[config.mk]
export PLATFORM = sky130hd
export DESIGN_NAME = srcdet_core
export DESIGN_NICKNAME = d
export VERILOG_FILES = /design/src/srcdet_pkg.sv /design/src/srcdet_core.sv
export SDC_FILE = /design/constraint.sdc
export NUM_CORES = 1
export LEC_CHECK = 0
export BUFFER_PORTS_ARGS = -buffer_cell sky130_fd_sc_hd__buf_2
export CAP_MARGIN = 20
export CORE_MARGIN = 4
export CORE_UTILIZATION = 51
export DETAILED_ROUTE_END_ITERATION = 10
export HOLD_SLACK_MARGIN = 0.15
export PLACE_DENSITY = 0.77
export SLEW_MARGIN = 20
export SYNTH_ARGS = -nofsm -noshare
export SYNTH_HDL_FRONTEND = slang
export SYNTH_SLANG_ARGS = --single-unit
[constraint.sdc]
create_clock -name mclk -period 2 [get_ports mclk]
set_input_delay 0.1 -clock mclk [delete_from_list [all_inputs] [get_ports mclk]]
set_output_delay 0.1 -clock mclk [all_outputs]
set_load 0.01 [all_outputs]
[src/srcdet_pkg.sv]
/*
  Constants and types for the input source type detector.
  Assumes a 50 MHz mclk; current limits are held in 10 mA steps.
*/
package srcdet_pkg;
  localparam int CLK_MHZ        = 50;
  localparam int SETTLE_US      = 40;
  localparam int DCD_TIMEOUT_US = 60;
  localparam int HV_TIMEOUT_US  = 80;
  localparam logic [11:0] SETTLE_CNT = 12'(SETTLE_US * CLK_MHZ);
  localparam logic [11:0] DCD_CNT    = 12'(DCD_TIMEOUT_US * CLK_MHZ);
  localparam logic [11:0] HV_CNT     = 12'(HV_TIMEOUT_US * CLK_MHZ);
  // register offsets
  localparam logic [3:0] ADDR_CTRL  = 4'h0;
  localparam logic [3:0] ADDR_ILIM  = 4'h1;
  localparam logic [3:0] ADDR_STAT  = 4'h2;
  localparam logic [3:0] ADDR_FLAG  = 4'h3;
  localparam logic [3:0] ADDR_DRIVE = 4'h4;
  localparam logic [3:0] ADDR_DPADC = 4'h5;
  localparam logic [3:0] ADDR_DMADC = 4'h6;
  localparam logic [3:0] ADDR_EFF   = 4'h7;
  // control bit positions and reset value
  localparam int CTRL_AUTO = 0;
  localparam int CTRL_HV   = 1;
  localparam int CTRL_9V   = 2;
  localparam int CTRL_12V  = 3;
  localparam int CTRL_EXT  = 4;
  localparam int CTRL_BCM  = 5;
  localparam int CTRL_DLM  = 6;
  localparam logic [7:0] CTRL_RST = 8'h11;
  // limits in 10 mA steps
  localparam logic [9:0] LIM_SDP  = 10'h032;
  localparam logic [9:0] LIM_CDP  = 10'h096;
  localparam logic [9:0] LIM_DCP  = 10'h145;
  localparam logic [9:0] LIM_HV   = 10'h096;
  localparam logic [9:0] LIM_UNK  = 10'h12C;
  localparam logic [9:0] LIM_DEF  = 10'h12C;
  localparam logic [9:0] LIM_DIV1 = 10'h0D2;
  localparam logic [9:0] LIM_DIV2 = 10'h0C8;
  localparam logic [9:0] LIM_DIV3 = 10'h064;
  localparam logic [9:0] LIM_DIV4 = 10'h0F0;
  // source type codes
  localparam logic [3:0] SRC_NONE = 4'h0;
  localparam logic [3:0] SRC_SDP  = 4'h1;
  localparam logic [3:0] SRC_CDP  = 4'h2;
  localparam logic [3:0] SRC_DCP  = 4'h3;
  localparam logic [3:0] SRC_HV   = 4'h4;
  localparam logic [3:0] SRC_UNK  = 4'h5;
  localparam logic [3:0] SRC_NSTD = 4'h6;
  // drive levels: D+ 0 hiz,1 0V,2 0.6,3 1.2,4 2.0,5 2.7,6 3.3,7 short
  // D- 0 hiz,1 0.6,2 1.2,3 2.0,4 2.7,5 3.3
  localparam logic [2:0] DRV_HIZ = 3'h0;
  localparam logic [2:0] DM_LAST = 3'h5;
  // high-voltage request codes
  localparam logic [1:0] HV_NONE = 2'h0;
  localparam logic [1:0] HV_9    = 2'h1;
  localparam logic [1:0] HV_12   = 2'h2;

  typedef enum logic [3:0] {
    ST_IDLE = 4'b0000,
    ST_LOAD = 4'b0001,
    ST_DCD  = 4'b0010,
    ST_PRI  = 4'b0011,
    ST_NSTD = 4'b0100,
    ST_SEC  = 4'b0101,
    ST_BCD  = 4'b0110,
    ST_HVRQ = 4'b0111,
    ST_FIN  = 4'b1000
  } det_state_t;

  typedef struct packed {
    logic [3:0]  addr;
    logic [15:0] wdata;
    logic        wr;
    logic        rd;
  } bus_req_t;

  typedef struct packed {
    logic dp_2p8;
    logic dp_2p0;
    logic dp_1p2;
    logic dm_2p8;
    logic dm_2p0;
    logic dm_1p2;
  } window_t;
endpackage

[src/srcdet_core.sv]
/*
  Input source type detector: runs the D+/D- classification sequence
  after the input is qualified, sets the current limit and type code,
  raises done flags, and drives host-selected D+/D- levels.
  Assumes analog comparators, ADC readings and the limit pin clamp arrive
  as synchronous inputs, and a plain register port from the host side.
*/
// Added by the designer: the register offsets and the plain strobed port.
`timescale 1ns/1ps
module srcdet_core
  import srcdet_pkg::*;
(
  input  wire logic        mclk,
  input  wire logic        rst_n,
  input  wire bus_req_t    bus,
  output logic      [15:0] rdata,
  input  wire logic        source_qualified,
  input  wire logic        first_input_sense,
  input  wire logic        data_contact,
  input  wire logic        primary_charger,
  input  wire logic        secondary_dcp,
  input  wire window_t     win,
  input  wire logic        hv_ack,
  input  wire logic [9:0]  limit_clamp,
  input  wire logic [15:0] adc_dplus,
  input  wire logic [15:0] adc_dminus,
  output logic             host_alert,
  output logic      [9:0]  input_limit_eff,
  output logic      [2:0]  dplus_drive,
  output logic      [2:0]  dminus_drive,
  output logic      [3:0]  probe_step,
  output logic      [1:0]  hv_request
);
  typedef struct packed {
    det_state_t  state;
    logic [11:0] timer;
    logic [7:0]  ctrl;
    logic [9:0]  ilim;
    logic [3:0]  src_code;
    logic        bc_status;
    logic        dl_status;
    logic        pg_status;
    logic        bc_flag;
    logic        dl_flag;
    logic [2:0]  dp_level;
    logic [2:0]  dm_level;
    logic [3:0]  pend_code;
    logic [9:0]  pend_lim;
    logic        dcd_timeout;
    logic        hv_twelve;
    logic [1:0]  hv_req;
    logic        qual_seen;
    logic        alert;
    logic [9:0]  eff;
    logic [2:0]  dp_drive;
    logic [2:0]  dm_drive;
    logic [15:0] rdata;
  } core_t;

  core_t st;
  core_t next_st;
  logic  bc_set;
  logic  dl_set;
  logic  drive_locked;
  logic  settled;

  // hold a value at or below the limit pin clamp when the pin is enabled
  function automatic logic [9:0] clamp_lim(input logic [9:0] v,
                                           input logic       en,
                                           input logic [9:0] c);
    clamp_lim = (en && v > c) ? c : v;
  endfunction

  ////////////////////////////////////////////////////////////////////
  // next state: register port, sequencer, outputs
  always_comb
  begin
    next_st = st;
    next_st.alert = 1'b0;
    next_st.rdata = 16'h0000;
    bc_set = 1'b0;
    dl_set = 1'b0;
    drive_locked = first_input_sense && (st.state != ST_IDLE);
    settled = (st.timer == SETTLE_CNT - 12'h001);

    // host writes
    if (bus.wr)
    begin
      case (bus.addr)
        ADDR_CTRL: next_st.ctrl = bus.wdata[7:0];
        ADDR_ILIM: next_st.ilim = clamp_lim(bus.wdata[9:0],
                                            st.ctrl[CTRL_EXT],
                                            limit_clamp);
        ADDR_DRIVE:
        begin
          if (!drive_locked)
          begin
            next_st.dp_level = bus.wdata[2:0];
            if (bus.wdata[6:4] <= DM_LAST)
              next_st.dm_level = bus.wdata[6:4];
          end
        end
        default: ;
      endcase
    end

    // reading the flag register clears it
    if (bus.rd && bus.addr == ADDR_FLAG)
    begin
      next_st.bc_flag = 1'b0;
      next_st.dl_flag = 1'b0;
    end

    // classification sequencer
    if (!source_qualified)
    begin
      next_st.state = ST_IDLE;
      next_st.qual_seen = 1'b0;
      next_st.pg_status = 1'b0;
      next_st.hv_req = HV_NONE;
      next_st.timer = 12'h000;
    end
    else
    begin
      case (st.state)
        ST_IDLE:
        begin
          if (!st.qual_seen)
          begin
            next_st.qual_seen = 1'b1;
            next_st.pg_status = 1'b1;
            if (st.ctrl[CTRL_AUTO] && first_input_sense)
              next_st.state = ST_LOAD;
          end
        end
        ST_LOAD:
        begin
          // clear the last result, load the default limit
          next_st.src_code = SRC_NONE;
          next_st.bc_status = 1'b0;
          next_st.dl_status = 1'b1;
          next_st.ilim = clamp_lim(LIM_DEF, st.ctrl[CTRL_EXT],
                                   limit_clamp);
          next_st.timer = 12'h000;
          next_st.state = ST_DCD;
        end
        ST_DCD:
        begin
          next_st.timer = st.timer + 12'h001;
          if (data_contact && st.timer >= SETTLE_CNT - 12'h001)
          begin
            next_st.dcd_timeout = 1'b0;
            next_st.timer = 12'h000;
            next_st.state = ST_PRI;
          end
          else if (st.timer == DCD_CNT - 12'h001)
          begin
            next_st.dcd_timeout = 1'b1;
            next_st.timer = 12'h000;
            next_st.state = ST_PRI;
          end
        end
        ST_PRI:
        begin
          next_st.timer = st.timer + 12'h001;
          if (settled)
          begin
            next_st.timer = 12'h000;
            // standard check first, dividers only if it fails
            next_st.state = primary_charger ? ST_SEC : ST_NSTD;
          end
        end
        ST_NSTD:
        begin
          next_st.timer = st.timer + 12'h001;
          if (settled)
          begin
            next_st.timer = 12'h000;
            next_st.state = ST_BCD;
            next_st.pend_code = SRC_NSTD;
            if (win.dp_2p8 && win.dm_2p0)
              next_st.pend_lim = LIM_DIV1;
            else if (win.dp_1p2 && win.dm_1p2)
              next_st.pend_lim = LIM_DIV2;
            else if (win.dp_2p0 && win.dm_2p8)
              next_st.pend_lim = LIM_DIV3;
            else if (win.dp_2p8 && win.dm_2p8)
              next_st.pend_lim = LIM_DIV4;
            else if (st.dcd_timeout)
            begin
              next_st.pend_code = SRC_UNK;
              next_st.pend_lim = LIM_UNK;
            end
            else
            begin
              next_st.pend_code = SRC_SDP;
              next_st.pend_lim = LIM_SDP;
            end
          end
        end
        ST_SEC:
        begin
          next_st.timer = st.timer + 12'h001;
          if (settled)
          begin
            next_st.timer = 12'h000;
            next_st.state = ST_BCD;
            if (secondary_dcp)
            begin
              next_st.pend_code = SRC_DCP;
              next_st.pend_lim = LIM_DCP;
            end
            else
            begin
              next_st.pend_code = SRC_CDP;
              next_st.pend_lim = LIM_CDP;
            end
          end
        end
        ST_BCD:
        begin
          next_st.src_code = st.pend_code;
          next_st.ilim = clamp_lim(st.pend_lim, st.ctrl[CTRL_EXT],
                                   limit_clamp);
          next_st.bc_status = 1'b1;
          bc_set = 1'b1;
          next_st.timer = 12'h000;
          next_st.state = ST_FIN;
          if (st.pend_code == SRC_DCP && st.ctrl[CTRL_HV] &&
              (st.ctrl[CTRL_9V] || st.ctrl[CTRL_12V]))
          begin
            next_st.hv_twelve = st.ctrl[CTRL_12V];
            next_st.hv_req = st.ctrl[CTRL_12V] ? HV_12 : HV_9;
            next_st.state = ST_HVRQ;
          end
        end
        ST_HVRQ:
        begin
          next_st.timer = st.timer + 12'h001;
          if (hv_ack)
          begin
            next_st.src_code = SRC_HV;
            next_st.ilim = clamp_lim(LIM_HV, st.ctrl[CTRL_EXT],
                                     limit_clamp);
            next_st.state = ST_FIN;
          end
          else if (st.timer == HV_CNT - 12'h001)
          begin
            next_st.timer = 12'h000;
            if (st.hv_twelve && st.ctrl[CTRL_9V])
            begin
              // 12 V refused, fall back to 9 V
              next_st.hv_twelve = 1'b0;
              next_st.hv_req = HV_9;
            end
            else
            begin
              next_st.hv_req = HV_NONE;
              next_st.state = ST_FIN;
            end
          end
        end
        ST_FIN:
        begin
          next_st.dl_status = 1'b0;
          dl_set = 1'b1;
          next_st.state = ST_IDLE;
        end
        default: next_st.state = ST_IDLE;
      endcase
    end

    // flags: a set beats a clear in the same cycle
    next_st.bc_flag = next_st.bc_flag | bc_set;
    next_st.dl_flag = next_st.dl_flag | dl_set;
    next_st.alert = (bc_set && !st.ctrl[CTRL_BCM]) ||
                    (dl_set && !st.ctrl[CTRL_DLM]);

    // effective limit and pin drive
    next_st.eff = clamp_lim(st.ilim, st.ctrl[CTRL_EXT], limit_clamp);
    next_st.dp_drive = first_input_sense ? st.dp_level : DRV_HIZ;
    next_st.dm_drive = first_input_sense ? st.dm_level : DRV_HIZ;

    // read data, valid the cycle after the strobe
    if (bus.rd)
    begin
      case (bus.addr)
        ADDR_CTRL:  next_st.rdata = {8'h00, st.ctrl};
        ADDR_ILIM:  next_st.rdata = {6'h00, st.ilim};
        ADDR_STAT:  next_st.rdata = {9'h000, st.pg_status, st.dl_status,
                                     st.bc_status, st.src_code};
        ADDR_FLAG:  next_st.rdata = {14'h0000, st.dl_flag, st.bc_flag};
        ADDR_DRIVE: next_st.rdata = {9'h000, st.dm_level, 1'b0,
                                     st.dp_level};
        ADDR_DPADC: next_st.rdata = adc_dplus;
        ADDR_DMADC: next_st.rdata = adc_dminus;
        ADDR_EFF:   next_st.rdata = {6'h00, st.eff};
        default:    next_st.rdata = 16'h0000;
      endcase
    end
  end

  ////////////////////////////////////////////////////////////////////
  // state register
  always_ff @(posedge mclk)
  begin
    if (!rst_n)
    begin
      st <= '0;
      st.state <= ST_IDLE;
      st.ctrl <= CTRL_RST;
      st.ilim <= LIM_DEF;
      st.eff <= LIM_DEF;
    end
    else
      st <= next_st;
  end

  // outputs straight from the state register
  assign rdata = st.rdata;
  assign host_alert = st.alert;
  assign input_limit_eff = st.eff;
  assign dplus_drive = st.dp_drive;
  assign dminus_drive = st.dm_drive;
  assign probe_step = st.state;
  assign hv_request = st.hv_req;
endmodule

==> qor.csv, run 1 <==
metric;value;unit
Hold WC Path Type;in2reg;
layout cells sized above 1;31.79;%
Worst-path clk slew;0.07;ns
Area Overhead vs Synth;32.99;%
CP startpoint kind;flip-flop;
DPL Wire Length;15.77;mm
drt drc;0;
first-pass GRT wire length;32.50;mm
final wirelength;20.69;mm
Crit Path Class;reg2reg;
CTS tree;built;
routability cong.;0.9657;
peak fanout along the critical path;3;
post-route core utilization;70.44;%
Seq pwr share;43.0;%
Final Critical Period;2.136;ns
H-tree depth;3;
antenna diode count;0;
final setup violation count;9;
vias per inst;5.982;
delay-heaviest family, CP;compound AO/OA/AOI/OAI gates;
Worst EP required;2.23;ns
Synthesized Nets;849;
Syn Area/Cell;8.267;sq um
Final Skew;0.005448;ns
post-synth cell types;76;
outcome;complete, but fails checks;
failing checks;negative setup slack;
Max Clock Freq;468.2;MHz
Core Area;0.01156;sq mm
Final ANT Viol Nets;0;
most frequent CP cell;a21o_1;
combinational power share;17.2;%
area post-placement;0.007355;sq mm
Synth area leader;dfxtp_1;
share of Yosys cell area claimed by the top area cell type;32.03;%
Final WS setup;-0.1357;ns
Psw;0.001262;W
I/O pin count;117;
DR pass1 iterations;5;
die extent in y;117.6;microns
crit path cell chain;ha_4, a21o_1, a21oi_2, o32a_1, a21o_1, and3_1, or4b_1;
Power Density;573.2;mW/mm^2
worst slew pin tran;0.6141;ns
relative slew slack;58.75;%
Critical Path AT;2.36;ns
vias in the first global route;6245;
post-route cell area;0.008147;sq mm
Root Buffer;clkbuf_16;
post-synthesis sequential area ratio;32.03;%
largest net degree at the start of global routing;50;
Multi-input gate area;0.003908;sq mm
flip-flop and latch area;0.001972;sq mm
Ys Warns;0;
peak supply drop;627.2;uV
flops & latches, synth;98;
Post-synth EDFFs;0;
number of CTS-inserted buffers;9;
Slowest Stage Delay on Critical Path;0.50;ns
dominant cells by area after synthesis;dfxtp_1 (32%), ha_1 (6.1%), mux2i_1 (5.4%);
number of buffers and inverters on the critical path;0;
Final TNS setup;-0.7581;ns
Skew-Pair Late Insertion Delay;0.35;ns
total grt overflow;0;
synthesized area;0.006126;sq mm
Buffers on Ports;110;
die area;0.01383;sq mm
Max Cap Viol;0;
sw frac;27.02;%
Syn Inst Count;741;
Routed WL per cell;19.32;microns
row cnt;39;
Post-synth top flop;dfxtp_1;
final cycle utilization of the critical path;106.8;%
vias;6407;
CTS Sinks;98;
FFs w/ async S/R, synth;0;%
final-stage net count;1031;
unrepaired setup endpoints after global routing;true;
crit path max-delay cell type;or4b_1;
GRT Resource Usage Total;28.92;%
worst-case clock buffer depth;2;
fillers;904;
Final Hold Fails;0;
Initial Utilization;52.97;%
Die W;117.6;microns
P_int;0.003408;W
fin. max-slew vios;0;
CP endpoint kind;flip-flop;
static leakage;3.466;nW
antenna violations before repair;0;
number of DRC markers in iteration 0;740;
clock power share;39.8;%
worst reg2reg max path, stage by stage, from the launching register on:
cell and delay, ns:
dfxtp_2 0.34, ha_4 0.26, a21o_1 0.12, a21oi_2 0.05, o32a_1 0.39, a21o_1 0.20, and3_1 0.16, or4b_1 0.50
cell families (layout without fill, tap and decap cells):
kind of cell             after synthesis  after routing  share of synthesized area (%)
adder cells (fa/ha/maj)               30             30                          6.127
XOR/XNOR                              11             11                          1.573
AO/OA/AOI/OAI                        193            193                          22.82
AND/OR/NAND/NOR                      279            279                          22.96
buffers and inverters                 95            282                          8.374
multiplexers                          35             35                          6.127
flip-flops                            98             98                          32.03
path summary, 6_finish.rpt:
path | from | to | slack (ns) | cells past startpoint
worst min register to register | st[59]$_SDFF_PN0_ | st[59]$_SDFF_PN0_ | 0.48 | 2
worst max register to register | st[41]$_SDFFE_PN0P_ | st[72]$_SDFF_PN1_ | -0.14 | 7
worst max-delay path | st[41]$_SDFFE_PN0P_ | st[72]$_SDFF_PN1_ | -0.14 | 7
worst min-delay path | win[4] | st[45]$_SDFFE_PN0P_ | 0.17 | 4
layout by cell type, fill, tap and decap left out, types with 6 or more instances in the layout:
cell / Yosys / routed
a211oi_1: 12 / 10
a21boi_0: 13 / 13
a21oi_1: 27 / 22
a21oi_2: 1 / 6
a22oi_1: 14 / 14
a31oi_1: 10 / 9
and2_1: 8 / 8
and3_1: 14 / 13
buf_2: 7 / 110
buf_4: 39 / 103
clkbuf_16: 0 / 9
dfxtp_1: 98 / 90
dfxtp_2: 0 / 8
dlygate4sd3_1: 0 / 27
ha_1: 30 / 19
ha_4: 0 / 11
inv_1: 22 / 14
mux2i_1: 33 / 33
nand2_1: 67 / 67
nand2b_1: 8 / 8
nand3_1: 20 / 19
nand4_1: 11 / 11
nor2_1: 71 / 70
nor2b_1: 34 / 34
nor3_1: 18 / 17
o211ai_1: 8 / 8
o21a_1: 7 / 7
o21ai_0: 35 / 32
xor2_1: 7 / 7
state kept, by name (all words and copies together), names as in the netlist:
| register | count |
|---|---|
| host_alert | 1 |
| hv_request | 2 |
| probe_step | 4 |
| rdata | 16 |
| dplus_drive | 3 |
| input_limit_eff | 10 |
| dminus_drive | 3 |
| st | 59 |
cells in the mapped netlist, types with 8 or more instances:
cell type	number
buf_4	39
nor2_1	71
a31oi_1	10
nor2b_1	34
dfxtp_1	98
clkbuf_1	21
o211ai_1	8
and2_1	8
nand3_1	20
a211oi_1	12
nand4_1	11
o21ai_0	35
mux2i_1	33
nor3_1	18
and3_1	14
a21boi_0	13
ha_1	30
a22oi_1	14
a21oi_1	27
nand2_1	67
nand2b_1	8
inv_1	22
layout make-up:
class                      instances  area share, %
clock buffer                      11          3.102
clock inverter                     5         0.8294
inverter                          23          1.398
multi-input combinational        548          47.97
sequential                        98          24.21
tap                              143          2.196
timing repair buffer             243          20.30
metal layers:
metal  part of all wire [%]  up-vias  track usage, %
li1                       -     3027               -
met1                     42     3031           36.69
met2                     48      301           48.84
met3                    7.2       48           6.151
met4                    2.9        0           9.963
met5                      0        -               0
what timing repair did:
item	4_1_cts	5_1_grt
hold buffers	27	0
pin swaps	2	9
endpoints found under the setup margin	10	36
gates resized for setup	3	33
buffers inserted	0	5
endpoints found under the hold margin	32	0
power groups by stage:
stage / Clock [W] / Sequential (W) / Combinational [W]
3_5_place_dp: 0 / 0.00205 / 0.000730
2_1_floorplan: 0 / 0.00204 / 0.000411
3_3_place_gp: 0 / 0.00205 / 0.000711
4_1_cts: 0.00189 / 0.00201 / 0.000772
5_1_grt: 0.00196 / 0.00201 / 0.000865
6_report: 0.00186 / 0.00201 / 0.000802
stage by stage:
step	hold slack (ns)	setup slack [ns]	std cells	total power [W]
5_1_grt	0.1900	-0.2073	1071	0.004832
6_report	0.1725	-0.1357	1071	0.004669
4_1_cts	0.1589	-0.1069	1066	0.004664
3_3_place_gp	0.3412	-0.2472	1023	0.002762
3_5_place_dp	0.3473	-0.2864	1023	0.002782
2_1_floorplan	0.2251	-0.05643	741	0.002455
Power figures use the tool's default switching activity.
==> run 2, diff against run 1 <==
--- a/config.mk
+++ b/config.mk
@@ -5,13 +5,13 @@
 export SDC_FILE = /design/constraint.sdc
 export NUM_CORES = 1
 export LEC_CHECK = 0
-export BUFFER_PORTS_ARGS = -buffer_cell sky130_fd_sc_hd__buf_2
 export CAP_MARGIN = 20
 export CORE_MARGIN = 4
-export CORE_UTILIZATION = 51
+export CORE_UTILIZATION = 58
 export DETAILED_ROUTE_END_ITERATION = 10
+export DONT_BUFFER_PORTS = 1
 export HOLD_SLACK_MARGIN = 0.15
-export PLACE_DENSITY = 0.77
+export PLACE_DENSITY = 0.76
 export SLEW_MARGIN = 20
 export SYNTH_ARGS = -nofsm -noshare
 export SYNTH_HDL_FRONTEND = slang
==> run 2 against run 1 <==
  * The flow finishes with violations (design-rule violations, negative setup slack)
  * Total power decreased by 12%
  * Highest routed layer unchanged
  * Worst hold slack worse by 0.024 ns
  * Utilization is 4.4 points higher
  * Design area fell by 5.1%
  * Cell count down 8.3%
  * Largest power group unchanged
  * Flip-flop and latch count stayed put
  * Global-route usage is 5.3 points higher
  * Register-to-register slack about the same
  * Setup slack improved by 0.0052 ns
  * Clock power shrank 27%
  * Largest cell class unchanged
==> qor.csv, run 2 (synthesized netlist as in run 1, its figures left out) <==
metric;value;unit;change
Largest Register;st;;
CP startpoint kind;flip-flop;;
worst hold slack;0.1483;ns;-0.02421 ns
cell count of the worst reg-to-reg path;7;;unchanged
reg2reg end;st[70]$_SDFF_PN1_;;
Final WS setup;-0.1305;ns;+0.005208 ns
CP endpoint kind;flip-flop;;
Buffers on Ports;0;;-100%
Final ANT Viol Nets;0;;unchanged
Largest register FFs;59;;unchanged
Max Cap Viol;0;;unchanged
final setup violation count;9;;unchanged
DR pass1 iterations;11;;+6
Skew-Pair Late Insertion Delay;0.39;ns;+0.04 ns
most frequent cells in the layout;dfxtp_1 (89), buf_4 (82), dlygate4sd3_1 (73);;
routability cong.;0.9262;;-4.1%
Max Clock Freq;469.4;MHz;+0.24%
failing checks;design-rule violations, negative setup slack;;
relative slew slack;49.97;%;-8.8 points
final-stage net count;949;;-8.0%
post-route core utilization;74.86;%;+4.4 points
Psw;0.001277;W;+1.2%
Power Density;531.9;mW/mm^2;-7.2%
outcome;complete, but fails checks;;
Core Area;0.01032;sq mm;-11%
CTS tree;built;;
total grt overflow;0;;unchanged
GRT Resource Usage Total;34.18;%;+5.3 points
CTS Sinks;98;;unchanged
Crit Path Class;reg2reg;;
static leakage;3.063;nW;-12%
Worst EP required;2.26;ns;+0.03 ns
drt drc;1;;+1
die area;0.01227;sq mm;-11%
layout cells sized above 1;18.79;%;-13 points
Routed WL per cell;22.04;microns;+14%
number of CTS-inserted buffers;9;;unchanged
first-pass GRT wire length;34.02;mm;+4.7%
P_int;0.002834;W;-17%
largest net degree at the start of global routing;71;;+42%
worst-case clock buffer depth;2;;unchanged
hold path start;bus[9];;
clock power share;33.2;%;-6.6 points
antenna diode count;0;;unchanged
Layout Cells excl Fill;982;;-8.3%
final cycle utilization of the critical path;106.5;%;-0.26 points
peak supply drop;390.3;uV;-38%
Die W;110.8;microns;-5.8%
H-tree depth;3;;unchanged
sw frac;31.07;%;+4.0 points
number of DRC markers in iteration 0;758;;+2.4%
peak fanout along the critical path;4;;+1
die extent in y;110.8;microns;-5.8%
row cnt;37;;-5.1%
FF-to-FF setup slack;-0.13;ns;about the same
vias in the first global route;6262;;+0.27%
antenna violations before repair;0;;unchanged
Area Overhead vs Synth;26.16;%;
I/O pin count;117;;unchanged
combinational power share;17.7;%;+0.5 points
Final Hold Fails;0;;unchanged
worst slew pin tran;0.7411;ns;+0.1270 ns
vias;6311;;-1.5%
Root Buffer;clkbuf_8;;
reg2reg start;st[41]$_SDFFE_PN0P_;;
hold path depth;3;;-1
Worst-path clk slew;0.11;ns;+0.04 ns
Seq pwr share;49.2;%;+6.2 points
Final Critical Period;2.131;ns;-0.005208 ns
fin. max-slew vios;0;;unchanged
commonest non-fill, non-tap cell in the layout;dfxtp_1;;
Critical Path AT;2.39;ns;+0.03 ns
Final Skew;0.01745;ns;+0.01200 ns
unrepaired setup endpoints after global routing;true;;
Worst Hold End;st[74]$_SDFF_PN0_;;
placed cell count;888;;-13%
overall power;0.004111;W;-12%
Initial Utilization;59.34;%;+6.4 points
Hold WC Path Type;in2reg;;
DPL Wire Length;14.65;mm;-7.1%
final wirelength;21.64;mm;+4.6%
Final TNS setup;-0.8209;ns;-0.06276 ns
vias per inst;6.427;;+7.4%
==> run 2: cell types whose count changed in the layout (fill, tap and decap cells not counted), sizes merged <==
cell / before / now
buf: 216 / 86
bufinv: 1 / 0
clkbuf: 11 / 9
clkinv: 1 / 4
dlygate4sd3: 27 / 73
dlymetal6s4s: 0 / 2
==> run 2: what timing repair did <==
item / in CTS / in global routing
hold buffers: 76 / 0
pin swaps: 0 / 3
resized for setup: 3 / 27
setup buffers: 1 / 1
endpoints found under the hold margin: 85 / 0
setup endpoints to repair: 19 / 43
==> run 2: worst max-delay path, cell delays in order, from the launching register on <==
cell     delay (ns)
dfxtp_2        0.35
ha_4           0.26
a21o_1         0.11
a21oi_1        0.06
o32a_1         0.37
a21o_1         0.20
and3_1         0.15
or4b_1         0.51
==> run 2: worst max-delay path by stage <==
stage / startpoint / to / cells past startpoint
after floorplan: limit_clamp[8] / st[70]$_SDFF_PN1_ / 8
after global placement: st[41]$_SDFFE_PN0P_ / st[70]$_SDFF_PN1_ / 7
after detailed placement: limit_clamp[3] / st[70]$_SDFF_PN1_ / 8
after CTS: st[41]$_SDFFE_PN0P_ / st[70]$_SDFF_PN1_ / 7
after global routing: st[41]$_SDFFE_PN0P_ / st[71]$_SDFF_PN0_ / 7
final: st[41]$_SDFFE_PN0P_ / st[70]$_SDFF_PN1_ / 7
==> run 2: final cells by class <==
| type | count | area (sq um) |
|---|---|---|
| Clock buffer | 9 | 123.9 |
| Timing Repair Buffer | 161 | 1450 |
| Tap cell | 136 | 170.2 |
| Fill cell | 733 | 2595 |
| Inverter | 23 | 113.9 |
| Multi-Input combinational cell | 548 | 3819 |
| Clock inverter | 7 | 78.83 |
| Sequential cell | 98 | 1973 |
==> run 2: power groups by stage <==
stage / combinational, W / clock [W] / sequential [W]
finish: 0.000726 / 0.00136 / 0.00202
global route: 0.000774 / 0.00146 / 0.00202
CTS: 0.000686 / 0.00135 / 0.00202
detailed placement: 0.000517 / 0 / 0.00206
global placement: 0.000498 / 0 / 0.00206
floorplan: 0.000411 / 0 / 0.00204
==> run 2: per-layer routing <==
metal,global-route usage (%),wire [microns],share of wire [%],vias to the layer above
met4,13.46,1000,4.6,0
met3,7.697,1949,9.0,106
li1,-,-,-,2871
met5,0,0,0,-
met1,43.28,8655,40,2916
met2,56.47,10040,46,418
==> run 2: metrics by stage <==
step,cell area (sq um),setup slack [ns]
after floorplan,6256,-0.05643
after global placement,6648,-0.07481
after detailed placement,6648,-0.1009
after CTS,7645,-0.1108
after global routing,7729,-0.2250
final,7729,-0.1305
==> run 3, diff against run 2 <==
--- a/config.mk
+++ b/config.mk
@@ -7,11 +7,11 @@
 export LEC_CHECK = 0
 export CAP_MARGIN = 20
 export CORE_MARGIN = 4
-export CORE_UTILIZATION = 58
+export CORE_UTILIZATION = 64
 export DETAILED_ROUTE_END_ITERATION = 10
 export DONT_BUFFER_PORTS = 1
 export HOLD_SLACK_MARGIN = 0.15
-export PLACE_DENSITY = 0.76
+export PLACE_DENSITY = 0.8
 export SLEW_MARGIN = 20
 export SYNTH_ARGS = -nofsm -noshare
 export SYNTH_HDL_FRONTEND = slang
==> constraint.sdc (replaced) <==
create_clock -name mclk -period 2.3 [get_ports mclk]
set_input_delay 0.115 -clock mclk [delete_from_list [all_inputs] [get_ports mclk]]
set_output_delay 0.115 -clock mclk [all_outputs]
set_load 0.01 [all_outputs]
==> run 3 against run 2 <==
  * The flow now finishes without violations
  * Global-route usage grew 3.0 points
  * Critical path type is now in2reg
  * Clock power decreased by 15%
  * Die area decreased by 8.7%
  * First-iteration DRC count decreased by 0.79%
  * Clock skew grew 0.0030 ns
  * Non-clock buffer count shrank 47
  * Critical path depth down 1
  * Register-to-register slack better by 0.18 ns
  * Clock-buffer cell count unchanged
==> qor.csv, run 3 (synthesized netlist as in run 1, its figures left out) <==
metric;value;unit;change
outcome;complete, no violations;;
sw frac;30.76;%;-0.31 points
CTS tree;built;;
Power Density;487.2;mW/mm^2;-8.4%
Worst-path clk slew;0.12;ns;about the same
P_int;0.002420;W;-15%
fin. max-slew vios;0;;unchanged
Worst EP required;2.65;ns;+0.39 ns
number of CTS-inserted buffers;9;;unchanged
I/O pin count;117;;unchanged
fillers;666;;-9.1%
Core Area;0.009284;sq mm;-10%
Die W;105.8;microns;-4.5%
combinational power share;16.3;%;-1.4 points
flip-flop and latch area;0.001964;sq mm;-0.44%
total grt overflow;0;;unchanged
Multi-input gate area;0.003675;sq mm;-3.8%
Buffers on Ports;0;;unchanged
CP endpoint kind;flip-flop;;
Psw;0.001075;W;-16%
peak fanout along the critical path;12;;+8
first-pass GRT wire length;32.69;mm;-3.9%
Initial Utilization;65.98;%;+6.6 points
routability cong.;0.9518;;+2.8%
antenna diode count;0;;unchanged
CTS Sinks;98;;unchanged
DR pass1 iterations;8;;-3
final-stage net count;902;;-5.0%
final setup violation count;0;;-9
unrepaired setup endpoints after global routing;true;;
final wirelength;21.02;mm;-2.9%
post-route core utilization;77.26;%;+2.4 points
Largest Register;st;;
Final TNS setup;0;ns;+0.8209 ns
Final ANT Viol Nets;0;;unchanged
Max Clock Freq;439.9;MHz;
die extent in y;105.8;microns;-4.5%
vias per inst;6.705;;+4.3%
relative slew slack;41.58;%;-8.4 points
Hold WC Path Type;in2reg;;
static leakage;2.771;nW;-9.5%
Largest register FFs;59;;unchanged
Max Cap Viol;0;;unchanged
Final Skew;0.02042;ns;+0.002963 ns
Root Buffer;clkbuf_8;;
drt drc;0;;-1
Final Critical Period;2.274;ns;
vias in the first global route;6052;;-3.4%
GRT Resource Usage Total;37.13;%;+3.0 points
final cycle utilization of the critical path;98.85;%;
vias;6222;;-1.4%
Crit Path Class;in2reg;;
worst-case clock buffer depth;2;;unchanged
CP startpoint kind;primary input;;
most frequent cells in the layout;dfxtp_1 (96), dlygate4sd3_1 (77), nor2_1 (71);;
Skew-Pair Late Insertion Delay;0.39;ns;about the same
worst slew pin tran;0.8697;ns;+0.1285 ns
Area Overhead vs Synth;17.10;%;
clock power share;33.3;%;about the same
peak supply drop;305.5;uV;-22%
largest net degree at the start of global routing;71;;unchanged
Critical Path AT;2.62;ns;+0.23 ns
layout cells sized above 1;9.387;%;-9.4 points
Routed WL per cell;22.65;microns;+2.8%
H-tree depth;3;;unchanged
Seq pwr share;50.4;%;+1.2 points
row cnt;35;;-5.4%
antenna violations before repair;1;;+1
Final Hold Fails;0;;unchanged
DPL Wire Length;13.29;mm;-9.3%
die area;0.01120;sq mm;-8.7%
number of DRC markers in iteration 0;752;;-0.79%
commonest non-fill, non-tap cell in the layout;dfxtp_1;;
run 3: changes by cell type in the layout (fill, tap and decap cells not counted), moves of 3 or more:
cell,before,now
inv_1,14,21
buf_4,82,34
inv_6,4,1
ha_4,7,0
dlygate4sd3_1,73,77
ha_1,22,30
dfxtp_2,9,2
dfxtp_1,89,96
run 3: layout make-up:
type,count,share of cell area [%]
Timing Repair Buffer,114,15.14
Tap cell,129,2.250
Inverter,23,1.204
Multi-Input combinational cell,548,51.23
Sequential cell,98,27.39
Clock inverter,7,1.064
Clock buffer,9,1.727
run 3: repair_timing:
action / 4_1_cts / 5_1_grt
setup buffers: 0 / 0
hold endpoints to repair: 87 / 1
hold buffers: 80 / 1
setup endpoints to repair: 0 / 17
gates resized for setup: 0 / 10
run 3: power by group through the flow:
stage | combinational, W | sequential, W | clock (W)
finish | 0.000571 | 0.00176 | 0.00116
global route | 0.000607 | 0.00176 | 0.00123
global placement | 0.000369 | 0.00180 | 0
floorplan | 0.000342 | 0.00178 | 0
detailed placement | 0.000383 | 0.00180 | 0
CTS | 0.000529 | 0.00176 | 0.00115
run 3: per-stage QoR:
| stage | setup WS, ns | cells | instance area [sq um] | hold slack, ns | power [W] |
|---|---|---|---|---|---|
| 6_report | 0.02650 | 928 | 7173 | 0.1700 | 0.003495 |
| 5_1_grt | -0.02089 | 928 | 7173 | 0.1660 | 0.003599 |
| 4_1_cts | 0.02733 | 929 | 7154 | 0.1524 | 0.003434 |
| 3_3_place_gp | 0.09830 | 833 | 6136 | 0.1942 | 0.002165 |
| 2_1_floorplan | 0.1553 | 741 | 6126 | 0.2401 | 0.002119 |
| 3_5_place_dp | 0.02575 | 833 | 6136 | 0.2009 | 0.002180 |
run 3: worst max-delay path, stage by stage:
cell and delay [ns]:
dlygate4sd3_1 0.69, nor3_4 0.33, a22oi_1 0.15, dlygate4sd3_1 0.61, a31oi_1 0.15, dlygate4sd3_1 0.58
run 3: worst paths after layout:
check                                          from                  end  slack, ns  depth (start not counted)
worst min register to register  st[63]$_SDFFE_PN0P_  st[63]$_SDFFE_PN0P_       0.49                          2
worst max register to register  st[41]$_SDFFE_PN0P_    st[72]$_SDFF_PN1_       0.05                          7
worst min-delay path                         bus[3]    st[68]$_SDFF_PN0_       0.17                          3
worst max-delay path                        bus[18]  rdata[5]$_SDFF_PN0_       0.03                          6
run 3: routing by layer:
| layer | part of all wire (%) | wire (microns) | GRT usage (%) | up-vias |
|---|---|---|---|---|
| met5 | 0.062 | 13 | 0 | - |
| met4 | 6.4 | 1353 | 19.80 | 2 |
| met3 | 11 | 2249 | 9.124 | 122 |
| met2 | 45 | 9415 | 60.34 | 452 |
| met1 | 38 | 7989 | 45.28 | 2872 |
| li1 | - | - | - | 2774 |
